$ cat src/hw/asq_consts.svh
`ifndef ASQ_CONSTS_SVH
`define ASQ_CONSTS_SVH

// ----------------------------------------------------------------------
// register byte addresses
// ----------------------------------------------------------------------
`define ASQ_ADDR_CMD      8'h00
`define ASQ_ADDR_RESULT   8'h04
`define ASQ_ADDR_STATUS   8'h08
`define ASQ_ADDR_CONFIG   8'h0c

// ----------------------------------------------------------------------
// control byte selector bits
// ----------------------------------------------------------------------
`define ASQ_SEL_CONV_B    7
`define ASQ_SEL_SETUP_B   6
`define ASQ_SEL_AVG_B     5
`define ASQ_SEL_RST_B     4

// ----------------------------------------------------------------------
// field positions
// ----------------------------------------------------------------------
`define ASQ_CKSEL_HI      5
`define ASQ_CKSEL_LO      4
`define ASQ_AVG_EN_B      4
`define ASQ_AVG_CNT_HI    3
`define ASQ_AVG_CNT_LO    2
`define ASQ_RPT_HI        1
`define ASQ_RPT_LO        0
`define ASQ_RST_FIFO_B    3

// ----------------------------------------------------------------------
// codes and reset values
// ----------------------------------------------------------------------
`define ASQ_CK_EXT_START  2'b00
`define ASQ_CK_EXT_ACQ    2'b01
`define ASQ_CK_WRITE      2'b10
`define ASQ_SCAN_UP       2'b00
`define ASQ_SCAN_DOWN     2'b01
`define ASQ_SCAN_REPEAT   2'b10
`define ASQ_SCAN_ONE      2'b11
`define ASQ_SETUP_RST     8'h20
`define ASQ_BYTE_RST      8'h00
`define ASQ_LEAD_ZERO     4'h0
`define ASQ_SUB_ZERO      2'b00
`define ASQ_AVG_MIN_LOG   3'h2

// ----------------------------------------------------------------------
// timing
// ----------------------------------------------------------------------
`define ASQ_CLK_PS        5000
`define ASQ_START_MIN_NS  40
`define ASQ_ACQ_MIN_NS    1400

`endif

$ cat src/hw/asq_pkg.sv
package asq_pkg;

	typedef enum {ST_IDLE, ST_TEMP, ST_CONV} asq_state_t;

	typedef enum {K_NONE, K_CONV, K_SETUP, K_AVG, K_RESET} asq_kind_t;

	typedef struct packed {
		logic       sel;
		logic [3:0] ch;
		logic [1:0] scan;
		logic       temp;
	} asq_conv_t;

	typedef struct packed {
		logic [3:0]  lead;
		logic [11:0] body;
	} asq_word_t;

	typedef struct packed {
		logic       valid;
		logic       write;
		logic [7:0] addr;
	} asq_dphase_t;

endpackage : asq_pkg

$ cat src/hw/asq_top.sv
`timescale 1ns/1ps
`include "asq_consts.svh"
module asq_top
	import asq_pkg::*;
#(
	parameter int NCH      = 16,
	parameter int DEPTH    = 16,
	parameter int CONV_CYC = 16,
	parameter int TEMP_CYC = 64
) (
	// clock and reset
	input  wire logic        clock_i,
	input  wire logic        resetn_i,
	// ahb-lite slave
	input  wire logic        hsel_i,
	input  wire logic [31:0] haddr_i,
	input  wire logic [1:0]  htrans_i,
	input  wire logic        hwrite_i,
	input  wire logic [2:0]  hsize_i,
	input  wire logic [31:0] hwdata_i,
	input  wire logic        hready_i,
	output logic      [31:0] hrdata_o,
	output logic             hreadyout_o,
	output logic             hresp_o,
	// host pins
	input  wire logic        convert_start_n_i,
	input  wire logic        chip_select_n_i,
	output logic             end_of_conv_n_o,
	// analog front end
	input  wire logic [9:0]  sample_i,
	input  wire logic [11:0] temp_i,
	output logic      [3:0]  mux_channel_o,
	output logic             awake_o
);

	// ------------------------------------------------------------------
	// timing
	// ------------------------------------------------------------------
	localparam logic [8:0] START_CYC = 9'((`ASQ_START_MIN_NS * 1000
		+ `ASQ_CLK_PS - 1) / `ASQ_CLK_PS);
	localparam logic [8:0] ACQ_CYC   = 9'((`ASQ_ACQ_MIN_NS * 1000
		+ `ASQ_CLK_PS - 1) / `ASQ_CLK_PS);
	localparam logic [11:0] CONV_T   = 12'(CONV_CYC - 1);
	localparam logic [11:0] TEMP_T   = 12'(TEMP_CYC - 1);
	localparam int          AW       = $clog2(DEPTH);

	// ------------------------------------------------------------------
	// declarations
	// ------------------------------------------------------------------
	asq_dphase_t      dphase_q;
	logic [7:0]       setup_q;
	logic [7:0]       avg_q;
	asq_conv_t        conv_q;
	logic             conv_wr_q;
	logic             st_meta_q, st_sync_q, st_prev_q;
	logic             cs_meta_q, cs_sync_q, cs_prev_q;
	logic [8:0]       low_cnt_q;
	asq_state_t       state_q;
	logic [11:0]      timer_q;
	logic [3:0]       cur_ch_q;
	logic [4:0]       res_left_q;
	logic [5:0]       conv_cnt_q;
	logic [14:0]      sum_q;
	logic [1:0]       scan_q;
	logic             armed_q;
	logic             temp_pend_q;
	logic             eoc_n_q;
	asq_word_t        mem_q [DEPTH];
	logic [AW-1:0]    wr_ptr_q, rd_ptr_q;
	logic [AW:0]      fifo_cnt_q;

	logic             cmd_wr, soft_all, soft_fifo, pop;
	logic [7:0]       wr_byte;
	asq_kind_t        wr_kind;
	logic [1:0]       mode;
	logic             st_rise, st_fall, cs_fall, rise_ok, idle;
	logic             start_scan, start_step;
	logic             phase_end, conv_end, push_temp, push_conv;
	logic             last_avg, last_res, scan_done, push;
	logic [5:0]       avg_n;
	logic [2:0]       avg_log;
	logic [14:0]      sum_next;
	logic [16:0]      sum_wide;
	logic [11:0]      res12;
	asq_word_t        push_word;

	// ------------------------------------------------------------------
	// decode helpers
	// ------------------------------------------------------------------
	function automatic asq_kind_t byte_kind(input logic [7:0] b);
		if (b[`ASQ_SEL_CONV_B])
			return K_CONV;
		else if (b[`ASQ_SEL_SETUP_B])
			return K_SETUP;
		else if (b[`ASQ_SEL_AVG_B])
			return K_AVG;
		else if (b[`ASQ_SEL_RST_B])
			return K_RESET;
		else
			return K_NONE;
	endfunction : byte_kind

	function automatic logic [3:0] first_ch(input asq_conv_t c);
		return (c.scan == `ASQ_SCAN_UP) ? 4'h0 : c.ch;
	endfunction : first_ch

	function automatic logic [4:0] total_res(input asq_conv_t c,
		input logic [1:0] rpt);
		logic [4:0] n;
		n = 5'h01;
		unique case (c.scan)
			`ASQ_SCAN_UP:     n = 5'({1'b0, c.ch}) + 5'h01;
			`ASQ_SCAN_DOWN:   n = 5'(NCH - int'(c.ch));
			`ASQ_SCAN_REPEAT: n = 5'({rpt, 2'b00}) + 5'h04;
			`ASQ_SCAN_ONE:    n = 5'h01;
		endcase
		return n;
	endfunction : total_res

	// ------------------------------------------------------------------
	// ahb-lite slave, zero wait states
	// ------------------------------------------------------------------
	assign hreadyout_o = 1'b1;
	assign hresp_o     = 1'b0;

	always_ff @(posedge clock_i or negedge resetn_i) begin
		if (!resetn_i) begin
			dphase_q <= '0;
		end else if (hready_i) begin
			dphase_q.valid <= hsel_i & htrans_i[1];
			dphase_q.write <= hwrite_i;
			dphase_q.addr  <= haddr_i[7:0];
		end
	end

	assign cmd_wr  = dphase_q.valid & dphase_q.write
		& (dphase_q.addr == `ASQ_ADDR_CMD);
	assign wr_byte = hwdata_i[7:0];
	assign wr_kind = cmd_wr ? byte_kind(wr_byte) : K_NONE;
	assign pop     = dphase_q.valid & ~dphase_q.write
		& (dphase_q.addr == `ASQ_ADDR_RESULT) & (fifo_cnt_q != '0);

	// read data is muxed from flops; an empty fifo reads as zero
	always_comb begin
		hrdata_o = 32'h0;
		if (dphase_q.valid && !dphase_q.write) begin
			unique case (dphase_q.addr)
				`ASQ_ADDR_RESULT:
					if (fifo_cnt_q != '0)
						hrdata_o = 32'(mem_q[rd_ptr_q]);
				`ASQ_ADDR_STATUS:
					hrdata_o = 32'({mode, armed_q, ~idle, eoc_n_q,
						5'(fifo_cnt_q)});
				`ASQ_ADDR_CONFIG:
					hrdata_o = 32'({conv_q, avg_q, setup_q});
				default:
					hrdata_o = 32'h0;
			endcase
		end
	end

	// ------------------------------------------------------------------
	// control registers
	// ------------------------------------------------------------------
	assign soft_all  = (wr_kind == K_RESET) & ~wr_byte[`ASQ_RST_FIFO_B];
	assign soft_fifo = (wr_kind == K_RESET) & wr_byte[`ASQ_RST_FIFO_B];
	assign mode      = setup_q[`ASQ_CKSEL_HI:`ASQ_CKSEL_LO];

	always_ff @(posedge clock_i or negedge resetn_i) begin
		if (!resetn_i) begin
			setup_q   <= `ASQ_SETUP_RST;
			avg_q     <= `ASQ_BYTE_RST;
			conv_q    <= `ASQ_BYTE_RST;
			conv_wr_q <= 1'b0;
		end else if (soft_all) begin
			setup_q   <= `ASQ_SETUP_RST;
			avg_q     <= `ASQ_BYTE_RST;
			conv_q    <= `ASQ_BYTE_RST;
			conv_wr_q <= 1'b0;
		end else begin
			conv_wr_q <= (wr_kind == K_CONV);
			if (wr_kind == K_SETUP)
				setup_q <= wr_byte;
			if (wr_kind == K_AVG)
				avg_q <= wr_byte;
			if (wr_kind == K_CONV)
				conv_q <= wr_byte;
		end
	end

	// ------------------------------------------------------------------
	// pin synchronisers and start pulse width
	// ------------------------------------------------------------------
	always_ff @(posedge clock_i or negedge resetn_i) begin
		if (!resetn_i) begin
			st_meta_q <= 1'b1;
			st_sync_q <= 1'b1;
			st_prev_q <= 1'b1;
			cs_meta_q <= 1'b1;
			cs_sync_q <= 1'b1;
			cs_prev_q <= 1'b1;
		end else begin
			st_meta_q <= convert_start_n_i;
			st_sync_q <= st_meta_q;
			st_prev_q <= st_sync_q;
			cs_meta_q <= chip_select_n_i;
			cs_sync_q <= cs_meta_q;
			cs_prev_q <= cs_sync_q;
		end
	end

	assign st_rise = st_sync_q & ~st_prev_q;
	assign st_fall = ~st_sync_q & st_prev_q;
	assign cs_fall = ~cs_sync_q & cs_prev_q;

	// counts low cycles, saturating at the longest width that matters
	always_ff @(posedge clock_i or negedge resetn_i) begin
		if (!resetn_i)
			low_cnt_q <= '0;
		else if (st_sync_q)
			low_cnt_q <= '0;
		else if (low_cnt_q < ACQ_CYC)
			low_cnt_q <= low_cnt_q + 9'h001;
	end

	// a temperature step is internally timed, so the short width serves
	assign rise_ok = st_rise & (low_cnt_q >= ((mode == `ASQ_CK_EXT_ACQ
		&& !temp_pend_q) ? ACQ_CYC : START_CYC));

	// ------------------------------------------------------------------
	// sequencer
	// ------------------------------------------------------------------
	assign idle       = (state_q == ST_IDLE);
	assign start_scan = idle & (((mode == `ASQ_CK_WRITE) & conv_wr_q)
		| ((mode == `ASQ_CK_EXT_START) & rise_ok));
	assign start_step = idle & (mode == `ASQ_CK_EXT_ACQ) & armed_q
		& rise_ok & ~conv_wr_q;

	assign avg_log   = avg_q[`ASQ_AVG_EN_B] ? 3'({1'b0,
		avg_q[`ASQ_AVG_CNT_HI:`ASQ_AVG_CNT_LO]}) + `ASQ_AVG_MIN_LOG
		: 3'h0;
	assign avg_n     = 6'(7'h01 << avg_log);
	assign phase_end = (timer_q == 12'h000);
	assign conv_end  = (state_q == ST_CONV) & phase_end;
	assign push_temp = (state_q == ST_TEMP) & phase_end;
	assign last_avg  = ((conv_cnt_q + 6'h01) == avg_n);
	assign last_res  = (res_left_q == 5'h01);
	assign push_conv = conv_end & last_avg;
	assign sum_next  = sum_q + 15'(sample_i);
	assign sum_wide  = {sum_next, `ASQ_SUB_ZERO} >> avg_log;
	assign res12     = sum_wide[11:0];
	assign scan_done = (mode == `ASQ_CK_EXT_ACQ) ? (push_temp | conv_end)
		: (push_conv & last_res);

	always_ff @(posedge clock_i or negedge resetn_i) begin
		if (!resetn_i) begin
			state_q     <= ST_IDLE;
			timer_q     <= '0;
			cur_ch_q    <= '0;
			res_left_q  <= '0;
			conv_cnt_q  <= '0;
			sum_q       <= '0;
			scan_q      <= '0;
			armed_q     <= 1'b0;
			temp_pend_q <= 1'b0;
		end else if (soft_all) begin
			state_q     <= ST_IDLE;
			timer_q     <= '0;
			armed_q     <= 1'b0;
			temp_pend_q <= 1'b0;
		end else begin
			unique case (state_q)
				ST_IDLE: begin
					if ((mode == `ASQ_CK_EXT_ACQ) && conv_wr_q) begin
						cur_ch_q    <= first_ch(conv_q);
						res_left_q  <= total_res(conv_q,
							avg_q[`ASQ_RPT_HI:`ASQ_RPT_LO]);
						scan_q      <= conv_q.scan;
						conv_cnt_q  <= '0;
						sum_q       <= '0;
						armed_q     <= 1'b1;
						temp_pend_q <= conv_q.temp;
					end else if (start_scan) begin
						cur_ch_q   <= first_ch(conv_q);
						res_left_q <= total_res(conv_q,
							avg_q[`ASQ_RPT_HI:`ASQ_RPT_LO]);
						scan_q     <= conv_q.scan;
						conv_cnt_q <= '0;
						sum_q      <= '0;
						state_q    <= conv_q.temp ? ST_TEMP : ST_CONV;
						timer_q    <= conv_q.temp ? TEMP_T : CONV_T;
					end else if (start_step) begin
						temp_pend_q <= 1'b0;
						state_q     <= temp_pend_q ? ST_TEMP : ST_CONV;
						timer_q     <= temp_pend_q ? TEMP_T : CONV_T;
					end
				end
				ST_TEMP: begin
					if (phase_end) begin
						state_q <= (mode == `ASQ_CK_EXT_ACQ) ? ST_IDLE
							: ST_CONV;
						timer_q <= CONV_T;
					end else begin
						timer_q <= timer_q - 12'h001;
					end
				end
				ST_CONV: begin
					if (phase_end) begin
						timer_q <= CONV_T;
						state_q <= (mode == `ASQ_CK_EXT_ACQ) ? ST_IDLE
							: ST_CONV;
						if (last_avg) begin
							sum_q      <= '0;
							conv_cnt_q <= '0;
							res_left_q <= res_left_q - 5'h01;
							if (scan_q == `ASQ_SCAN_UP
								|| scan_q == `ASQ_SCAN_DOWN)
								cur_ch_q <= cur_ch_q + 4'h1;
							if (last_res) begin
								state_q <= ST_IDLE;
								armed_q <= 1'b0;
							end
						end else begin
							sum_q      <= sum_next;
							conv_cnt_q <= conv_cnt_q + 6'h01;
						end
					end else begin
						timer_q <= timer_q - 12'h001;
					end
				end
			endcase
		end
	end

	assign mux_channel_o = cur_ch_q;
	assign awake_o       = ~idle;

	// ------------------------------------------------------------------
	// end of conversion flag
	// ------------------------------------------------------------------
	// completion beats a release in the same cycle
	always_ff @(posedge clock_i or negedge resetn_i) begin
		if (!resetn_i)
			eoc_n_q <= 1'b1;
		else if (soft_all)
			eoc_n_q <= 1'b1;
		else if (scan_done)
			eoc_n_q <= 1'b0;
		else if (cs_fall || (st_fall && mode != `ASQ_CK_WRITE))
			eoc_n_q <= 1'b1;
	end

	assign end_of_conv_n_o = eoc_n_q;

	// ------------------------------------------------------------------
	// result fifo
	// ------------------------------------------------------------------
	assign push      = push_temp | push_conv;
	assign push_word = push_temp ? {`ASQ_LEAD_ZERO, temp_i}
		: {`ASQ_LEAD_ZERO, res12};

	// a push into a full fifo is dropped; the host must drain in time
	always_ff @(posedge clock_i or negedge resetn_i) begin
		if (!resetn_i) begin
			wr_ptr_q   <= '0;
			rd_ptr_q   <= '0;
			fifo_cnt_q <= '0;
		end else if (soft_all || soft_fifo) begin
			wr_ptr_q   <= '0;
			rd_ptr_q   <= '0;
			fifo_cnt_q <= '0;
		end else begin
			if (push && fifo_cnt_q != (AW+1)'(DEPTH))
				wr_ptr_q <= wr_ptr_q + 1'b1;
			if (pop)
				rd_ptr_q <= rd_ptr_q + 1'b1;
			if (push && fifo_cnt_q != (AW+1)'(DEPTH) && !pop)
				fifo_cnt_q <= fifo_cnt_q + 1'b1;
			else if (pop && !(push && fifo_cnt_q != (AW+1)'(DEPTH)))
				fifo_cnt_q <= fifo_cnt_q - 1'b1;
		end
	end

	always_ff @(posedge clock_i) begin
		if (push && fifo_cnt_q != (AW+1)'(DEPTH))
			mem_q[wr_ptr_q] <= push_word;
	end

	// ------------------------------------------------------------------
	// assertions
	// ------------------------------------------------------------------
	a_avg_decode: assert property (@(posedge clock_i) disable iff (!resetn_i)
		cmd_wr && wr_byte[7:5] == 3'b001 && !soft_all
		|=> avg_q == $past(wr_byte))
		else $error("averaging byte not stored");

	a_no_avg_push: assert property (@(posedge clock_i)
		disable iff (!resetn_i)
		conv_end && !avg_q[`ASQ_AVG_EN_B] |-> push_conv)
		else $error("single conversion did not push");

	a_avg_steps: assert property (@(posedge clock_i) disable iff (!resetn_i)
		push_conv |-> conv_cnt_q == avg_n - 6'h01)
		else $error("average pushed at wrong count");

	a_full_reset: assert property (@(posedge clock_i) disable iff (!resetn_i)
		soft_all |=> setup_q == `ASQ_SETUP_RST && avg_q == `ASQ_BYTE_RST
		&& fifo_cnt_q == '0 && idle)
		else $error("full reset incomplete");

	a_fifo_clear: assert property (@(posedge clock_i) disable iff (!resetn_i)
		soft_fifo |=> fifo_cnt_q == '0 && $stable(setup_q))
		else $error("fifo clear wrong");

	a_short_start: assert property (@(posedge clock_i) disable iff (!resetn_i)
		idle && mode == `ASQ_CK_EXT_START && st_rise
		&& low_cnt_q < START_CYC |=> idle)
		else $error("short start pulse accepted");

	a_acq_width: assert property (@(posedge clock_i) disable iff (!resetn_i)
		idle && mode == `ASQ_CK_EXT_ACQ && armed_q && !temp_pend_q
		&& st_rise && low_cnt_q < ACQ_CYC |=> idle)
		else $error("short acquisition accepted");

	a_eoc_done: assert property (@(posedge clock_i) disable iff (!resetn_i)
		scan_done && !soft_all |=> !end_of_conv_n_o)
		else $error("end flag not driven low");

	a_eoc_hold10: assert property (@(posedge clock_i)
		disable iff (!resetn_i)
		!eoc_n_q && mode == `ASQ_CK_WRITE && !cs_fall && !soft_all
		|=> !end_of_conv_n_o)
		else $error("end flag released without select");

	a_temp_first: assert property (@(posedge clock_i)
		disable iff (!resetn_i)
		start_scan && conv_q.temp && !soft_all
		|=> state_q == ST_TEMP ##1 state_q == ST_TEMP)
		else $error("temperature not first");

	a_step_once: assert property (@(posedge clock_i) disable iff (!resetn_i)
		conv_end && mode == `ASQ_CK_EXT_ACQ && !soft_all
		|=> idle && !end_of_conv_n_o)
		else $error("single step did not stop");

	a_repeat_len: assert property (@(posedge clock_i)
		disable iff (!resetn_i)
		start_scan && conv_q.scan == `ASQ_SCAN_REPEAT && !soft_all
		|=> res_left_q == 5'({$past(avg_q[`ASQ_RPT_HI:`ASQ_RPT_LO]), 2'b00})
		+ 5'h04)
		else $error("repeat count wrong");

endmodule : asq_top

$ cat config.mk
export PLATFORM = sky130hd
export DESIGN_NAME = asq_top
export DESIGN_NICKNAME = d
export VERILOG_FILES = /design/src/hw/asq_pkg.sv /design/src/hw/asq_top.sv
export VERILOG_INCLUDE_DIRS = /design/src /design/src/hw
export SDC_FILE = /design/constraint.sdc
export NUM_CORES = 1
export LEC_CHECK = 0
export BUFFER_PORTS_ARGS = -buffer_cell sky130_fd_sc_hd__buf_2
export CAP_MARGIN = 20
export CORE_ASPECT_RATIO = 1.1
export CORE_MARGIN = 4
export CORE_UTILIZATION = 45
export CTS_BUF_LIST = sky130_fd_sc_hd__clkbuf_4
export DETAILED_ROUTE_END_ITERATION = 10
export HOLD_SLACK_MARGIN = 0.05
export PLACE_DENSITY_LB_ADDON = 0.12
export SLEW_MARGIN = 20
export SYNTH_ARGS = -nofsm -noshare
export SYNTH_HDL_FRONTEND = slang
export SYNTH_SLANG_ARGS = --single-unit
$ cat constraint.sdc
create_clock -name clock_i -period 3.55 [get_ports clock_i]
set_input_delay 0.355 -clock clock_i [delete_from_list [all_inputs] [get_ports clock_i]]
set_output_delay 0.355 -clock clock_i [all_outputs]
set_load 0.01 [all_outputs]
==> impl_metrics.toml, run 1 <==
[outcome]
status = "finished clean"

[setup_path]
critPathBufInv = 2
path_class = "reg2out"
required_ns = 3.19
startpoint_type = "flop"
cp_top_family = "multiplexers"
worstPathArrival_ns = 3.06
cp_common_cell = "mux4_2"
crit_path_top_delay_cell = "mux4_2"
crit_fanout = 21
max_stage_delay_ns = 0.54
path_cells = "buf_12 -> mux4_2 -> mux4_2 -> a22oi_1 -> nor2_1 -> buf_2"
worstSetupEndpointType = "primary output"

[power]
clkPwrFrac_pct = 37.1
vdd_ir_drop_max_mv = 0.291
p_switching_mw = 2.39
p_leak_nw = 7.14
swShare_pct = 28.3
internal_power_mw = 6.05
power_mw = 8.44
share_comb_of_total_power_pct = 15.7
share_seq_of_total_power_pct = 47.1
p_per_area_mw_per_mm2 = 473

[flow_run]
max_cap_violations = 0

[synth]
async_flop_share_pct = 36.6
ys_warn_count = 0
synthTopCellsByCount = "192 x edfxtp_1, 114 x nand2_1, 103 x dfrtp_1"
ys_ff_latch = 303
syn_inst = 1169
synthTopCellsByArea = "edfxtp_1 39%, dfrtp_1 17%, mux4_2 9.4%"
yosysMostFrequentCell = "edfxtp_1"
synth_area_per_cell_um2 = 12.7
syn_area_mm2 = 0.0149
yosys_most_used_dff = "edfxtp_1"
synth_top_area_share_pct = 38.8
yosysSeqAreaShare_pct = 57.6
synth_edf_count = 192
synth_cell_types = 76
yosysTopAreaCell = "edfxtp_1"

[floorplan]
die_w_um = 181
row_count = 69
start_util_pct = 45.8
die-height_um = 199
placeableCoreArea_mm2 = 0.0325
boundaryPins = 138
dieArea_mm2 = 0.0360

[grt]
grt_max_degree = 58
grt_pass1_vias = 10600
grt_pass1_wl_um = 59100
antenna_found_initial = 1
grtUsageTotal_pct = 21.2
gr-total-overflow = 0

[route]
route.vias.total = 10400
top_layer = "met4"
wirelength_um = 38100
wl_met3_um = 1900
antenna_left = 0
wl_per_cell_um = 20.1
wl_met1_um = 16300
dr.pass1.iters = 6
wl_met2_um = 18900
remaining_drc_errors = 0
drtIter0Drc = 722
drt-vias-per-instance = 5.51

[cts]
clkTransAtPathRegs_ns = 0.07
numCtsBuffers = 83
insertion_delay_ns = 0.76
cts_tree = "built"
htree_num_levels = 3
clock_path_buffers = 3
root_buffer = "clkbuf_4"
cts_sinks = 303

[cells_and_area]
fin_nets = 1539
final_area_mm2 = 0.0179
drive_above_1_share_pct = 30.1
area_delta_synth_final_pct = 20.2
fill_cells = 2811

[sta]
whs_ns = 0.155
finalCriticalPeriod_ns = 3.41
max_clock_freq_ghz = 0.293
maxSlewHeadroom_pct = 42.3
timing.final.crit_share_pct = 96.2
worst_clock_skew_ns = 0.0330
setup_viol = 0
slew_viol_final = 0
hold_viol_final = 0
rsz0062_at_grt = "no"
tightest_slew_ns = 0.858

[place]
placed_cell_area_mm2 = 0.0163
gp_congestion = 0.865
hpwl_um = 25800
portBuffers = 75

[hold_path]
hold_path_class = "in2reg"
## routing by layer
layer	up-vias	track usage, %
li1	4929	-
met1	5178	27.8
met2	275	35.3
met3	65	4.06
met4	0	8.23
met5	-	0
## cell type report
cell class              count  area (um2)  area share, %
multi-input cells         769        5980           33.5
inverters                  37         139          0.778
flip-flops and latches    303        8560           48.0
clock inverters            22         109          0.610
diodes                      1        2.50         0.0140
repair buffers            210        1580           8.86
clock buffers             127         953           5.34
well taps                 426         533           2.98
## metrics by stage
step	cells	setup slack (ns)	TNS, ns	util, %
2_1_floorplan	1177	-0.00759	-0.370	-
3_3_place_gp	1706	-0.0792	-1.26	50.3
3_5_place_dp	1706	-0.150	-2.85	50.3
4_1_cts	1892	0.0404	0	54.8
5_1_grt	1895	0.0103	0	55.0
6_report	1895	0.135	0	55.0
## logic make-up (layout without fill, tap and decap cells)
family                   after synthesis  in the layout  synth area share [%]
AO/OA/AOI/OAI                        231            231                  10.0
XOR/XNOR                              34             34                  2.06
adder cells (fa/ha/maj)               37             37                  3.22
buffers and inverters                105            396                  3.02
flip-flops                           303            303                  57.6
multiplexers                         102            102                  12.3
other                                  2             11                0.0506
AND/OR/NAND/NOR                      355            355                  11.8
## what timing repair did
item | CTS | global route
endpoints found under the setup margin | 26 | 36
buffers inserted | 4 | 2
gates resized for setup | 1 | 14
endpoints found under the hold margin | 90 | 0
hold buffers | 33 | 0
pin swaps | 0 | 0
## final timing paths
path                                from             to  slack [ns]  cells after the start
hold reg to reg                cs_meta_q      cs_sync_q        0.36                      0
max in group asynchronous       resetn_i      st_prev_q        2.48                      3
min in group asynchronous       resetn_i    timer_q[10]        0.24                      2
setup reg to reg           conv_cnt_q[1]  fifo_cnt_q[4]        0.17                     14
hold / removal                 temp_i[2]   mem_q[12][2]        0.15                      4
setup / recovery             rd_ptr_q[0]    hrdata_o[6]        0.14                      6
## layout by cell type, fill, tap and decap left out, drive strengths merged, types with 20 or more instances in the layout
cell,n
clkbuf,127
dlygate4sd3,33
mux2,21
edfxtp,192
mux4,62
xor2,20
o21ai,69
and2,21
nand2,114
a21oi,56
inv,42
nand3,22
nor3,21
nor2,86
ha,35
dfrtp,103
buf,177
## registers in the layout, indices dropped and copies added, names as in the netlist, 2 cells and up
register / cells
avg_q: 8
conv_cnt_q: 6
conv_q: 8
dphase_q: 10
fifo_cnt_q: 5
low_cnt_q: 9
mem_q: 192
mux_channel_o: 4
rd_ptr_q: 4
res_left_q: 5
setup_q: 8
state_q: 2
sum_q: 15
timer_q: 12
wr_ptr_q: 4
## worst register-to-register path: cells and delay by family (launching register included)
kind	cells	cell delay, ns
AOI/OAI and AO/OA	4	0.95
buffers and inverters	1	0.09
and+or+nand+nor	5	1.08
DFF	1	0.37
xor gates and xnor gates	1	0.18
muxes	1	0.12
adders and majority gates	2	0.54
## power by group through the flow
stage / clock network, mW / logic [mW] / registers (mW)
final: 3.14 / 1.33 / 3.98
after global routing: 3.46 / 1.47 / 3.99
after global placement: 0 / 1.25 / 4.05
after detailed placement: 0 / 1.27 / 4.06
after floorplan: 0 / 0.855 / 4.01
after CTS: 3.26 / 1.33 / 3.98
Power figures use the tool's default switching activity.
==> run 2, diff against run 1 <==
CORE_UTILIZATION = 55   (was 45)
==> run 2 against run 1 <==
  * Clock-buffer cell count fell by 11
  * Non-clock buffer count fell by 12
  * Highest routed layer unchanged
  * Clock power fell by 3%
  * Combinational power barely moved
==> impl_metrics.toml, run 2 (synthesis results as in run 1) <==
[outcome]
status = "finished clean"

[route]
wirelength_um = 37300
wl_met2_um = 18600
drtIter0Drc = 926
remaining_drc_errors = 0
drt-vias-per-instance = 5.86
wl_per_cell_um = 20.7
top_layer = "met4"
wl_met1_um = 15200
antenna_left = 0
wl_met3_um = 2410
dr.pass1.iters = 6
route.vias.total = 10600

[cells_and_area]
largest_reg_flops = 192
fin_cells = 1803
largest_register = "mem_q"
drive_above_1_share_pct = 28.7
fin_nets = 1524
final_area_mm2 = 0.0176
fill_cells = 2036
final_cell_mix = "192 x edfxtp_1, 116 x clkbuf_4, 114 x nand2_1, 100 x dfrtp_1, 87 x buf_4"
top_regs = "mem_q (192), sum_q (15), timer_q (12)"
multi_input_area_mm2 = 0.00597
area_delta_synth_final_pct = 18.4
final_common_cell = "edfxtp_1"
regArea_mm2 = 0.00856

[place]
post-place-ws_ns = 0.0782
placed_cell_area_mm2 = 0.0162
portBuffers = 75
gp_congestion = 0.900
place_inst = 1623
hpwl_um = 25200

[cts]
clock_path_buffers = 3
cts_sinks = 303
htree_num_levels = 3
root_buffer = "clkbuf_4"
cts_tree = "built"
insertion_delay_ns = 0.75
numCtsBuffers = 80
clkTransAtPathRegs_ns = 0.07

[power]
share_comb_of_total_power_pct = 15.7
vdd_ir_drop_max_mv = 0.356
clkPwrFrac_pct = 36.6
internal_power_mw = 5.98
p_switching_mw = 2.33
p_leak_nw = 7.03
p_per_area_mw_per_mm2 = 472
swShare_pct = 28.1
share_seq_of_total_power_pct = 47.8

[setup_path]
worstSetupEndpointType = "flop"
worstPathArrival_ns = 4.01
max_stage_delay_ns = 0.42
crit_path_top_delay_cell = "a311o_1"
r2r-start = "conv_cnt_q[0]"
path_class = "reg2reg"
critPathBufInv = 2
cp_top_family = "simple AND/OR/NAND/NOR gates"
cp-startpoint = "conv_cnt_q[0]"
startpoint_type = "flop"
path_cells = "buf_6 -> nand3_2 -> or3_4 -> a311o_1 -> o31a_4 -> nor3_4 -> inv_2 -> ha_4 -> a21o_1 -> a21oi_2 -> or4_4 -> and3_4 -> nor3_2"
required_ns = 4.14
crit_fanout = 7

[floorplan]
die_w_um = 165
start_util_pct = 56.3
boundaryPins = 138
placeableCoreArea_mm2 = 0.0264
dieArea_mm2 = 0.0297
row_count = 62
die-height_um = 180

[sta]
tightest_slew_ns = 0.881
final.setup.worst_slack_ns = 0.127
timing.final.crit_share_pct = 96.4
slew_viol_final = 0
whs_ns = 0.144
hold_viol_final = 0
worst_clock_skew_ns = 0.0976
setup-tns-final_ns = 0
setup_viol = 0
maxSlewHeadroom_pct = 41.3
rsz0062_at_grt = "no"
finalCriticalPeriod_ns = 3.42
max_clock_freq_ghz = 0.292

[grt]
gr-total-overflow = 0
antenna_found_initial = 1
grt_max_degree = 62
grt_pass1_vias = 10300
grt_pass1_wl_um = 58200
grtUsageTotal_pct = 25.6

[hold_path]
hold_path_class = "in2reg"
min_from = "sample_i[0]"

[flow_run]
max_cap_violations = 0
## run 2: layout make-up
type | instances | share of cell area [%]
diodes | 1 | 0.0142
clock buffers | 116 | 4.95
clock inverters | 27 | 0.861
flip-flops and latches | 303 | 48.7
well taps | 352 | 2.51
multi-input cells | 769 | 34.0
inverters | 37 | 0.790
repair buffers | 198 | 8.22
## run 2: repair_timing
item                       in CTS  in global routing
setup endpoints to repair       6                 36
gates resized for setup         1                 11
pin swaps                       1                  4
hold buffers                   31                  0
setup buffers                   2                  3
hold endpoints to repair       80                  0
## run 2: path summary, 6_finish.rpt
check / to / slack [ns] / cells after the start
min reg2reg: st_sync_q / 0.35 / 0
max: fifo_cnt_q[4] / 0.13 / 13
min in group asynchronous: sum_q[8] / 0.19 / 2
max in group asynchronous: armed_q / 2.45 / 3
min: sum_q[0] / 0.14 / 4
max reg2reg: fifo_cnt_q[4] / 0.13 / 13
## run 2: power groups by stage
stage                     clock network [mW]  registers (mW)  logic, mW
after CTS                               3.14            3.96       1.28
after global placement                     0            4.04       1.21
after global routing                    3.33            3.98       1.45
after floorplan                            0            4.01      0.855
after detailed placement                   0            4.04       1.23
final                                   3.04            3.97       1.30
## run 2: worst reg2reg max path, delay by kind of cell (launching register included)
family / cells / cell delay [ns]
buffers and inverters: 2 / 0.22
AOI/OAI and AO/OA: 4 / 1.00
and+or+nand+nor: 6 / 1.38
DFF: 1 / 0.37
adders and majority gates: 1 / 0.27
## run 2: per-layer routing
layer,vias up,track usage [%]
li1,4887,-
met1,5254,34.5
met2,341,41.1
met3,88,5.38
met4,0,9.45
met5,-,0
## run 2: through the flow
| step | power, mW | utilization (%) |
|---|---|---|
| 3_5_place_dp | 5.27 | 61.2 |
| 4_1_cts | 8.38 | 66.4 |
| 5_1_grt | 8.76 | 66.7 |
| 6_report | 8.31 | 66.7 |
| 2_1_floorplan | 4.87 | - |
| 3_3_place_gp | 5.25 | 61.2 |
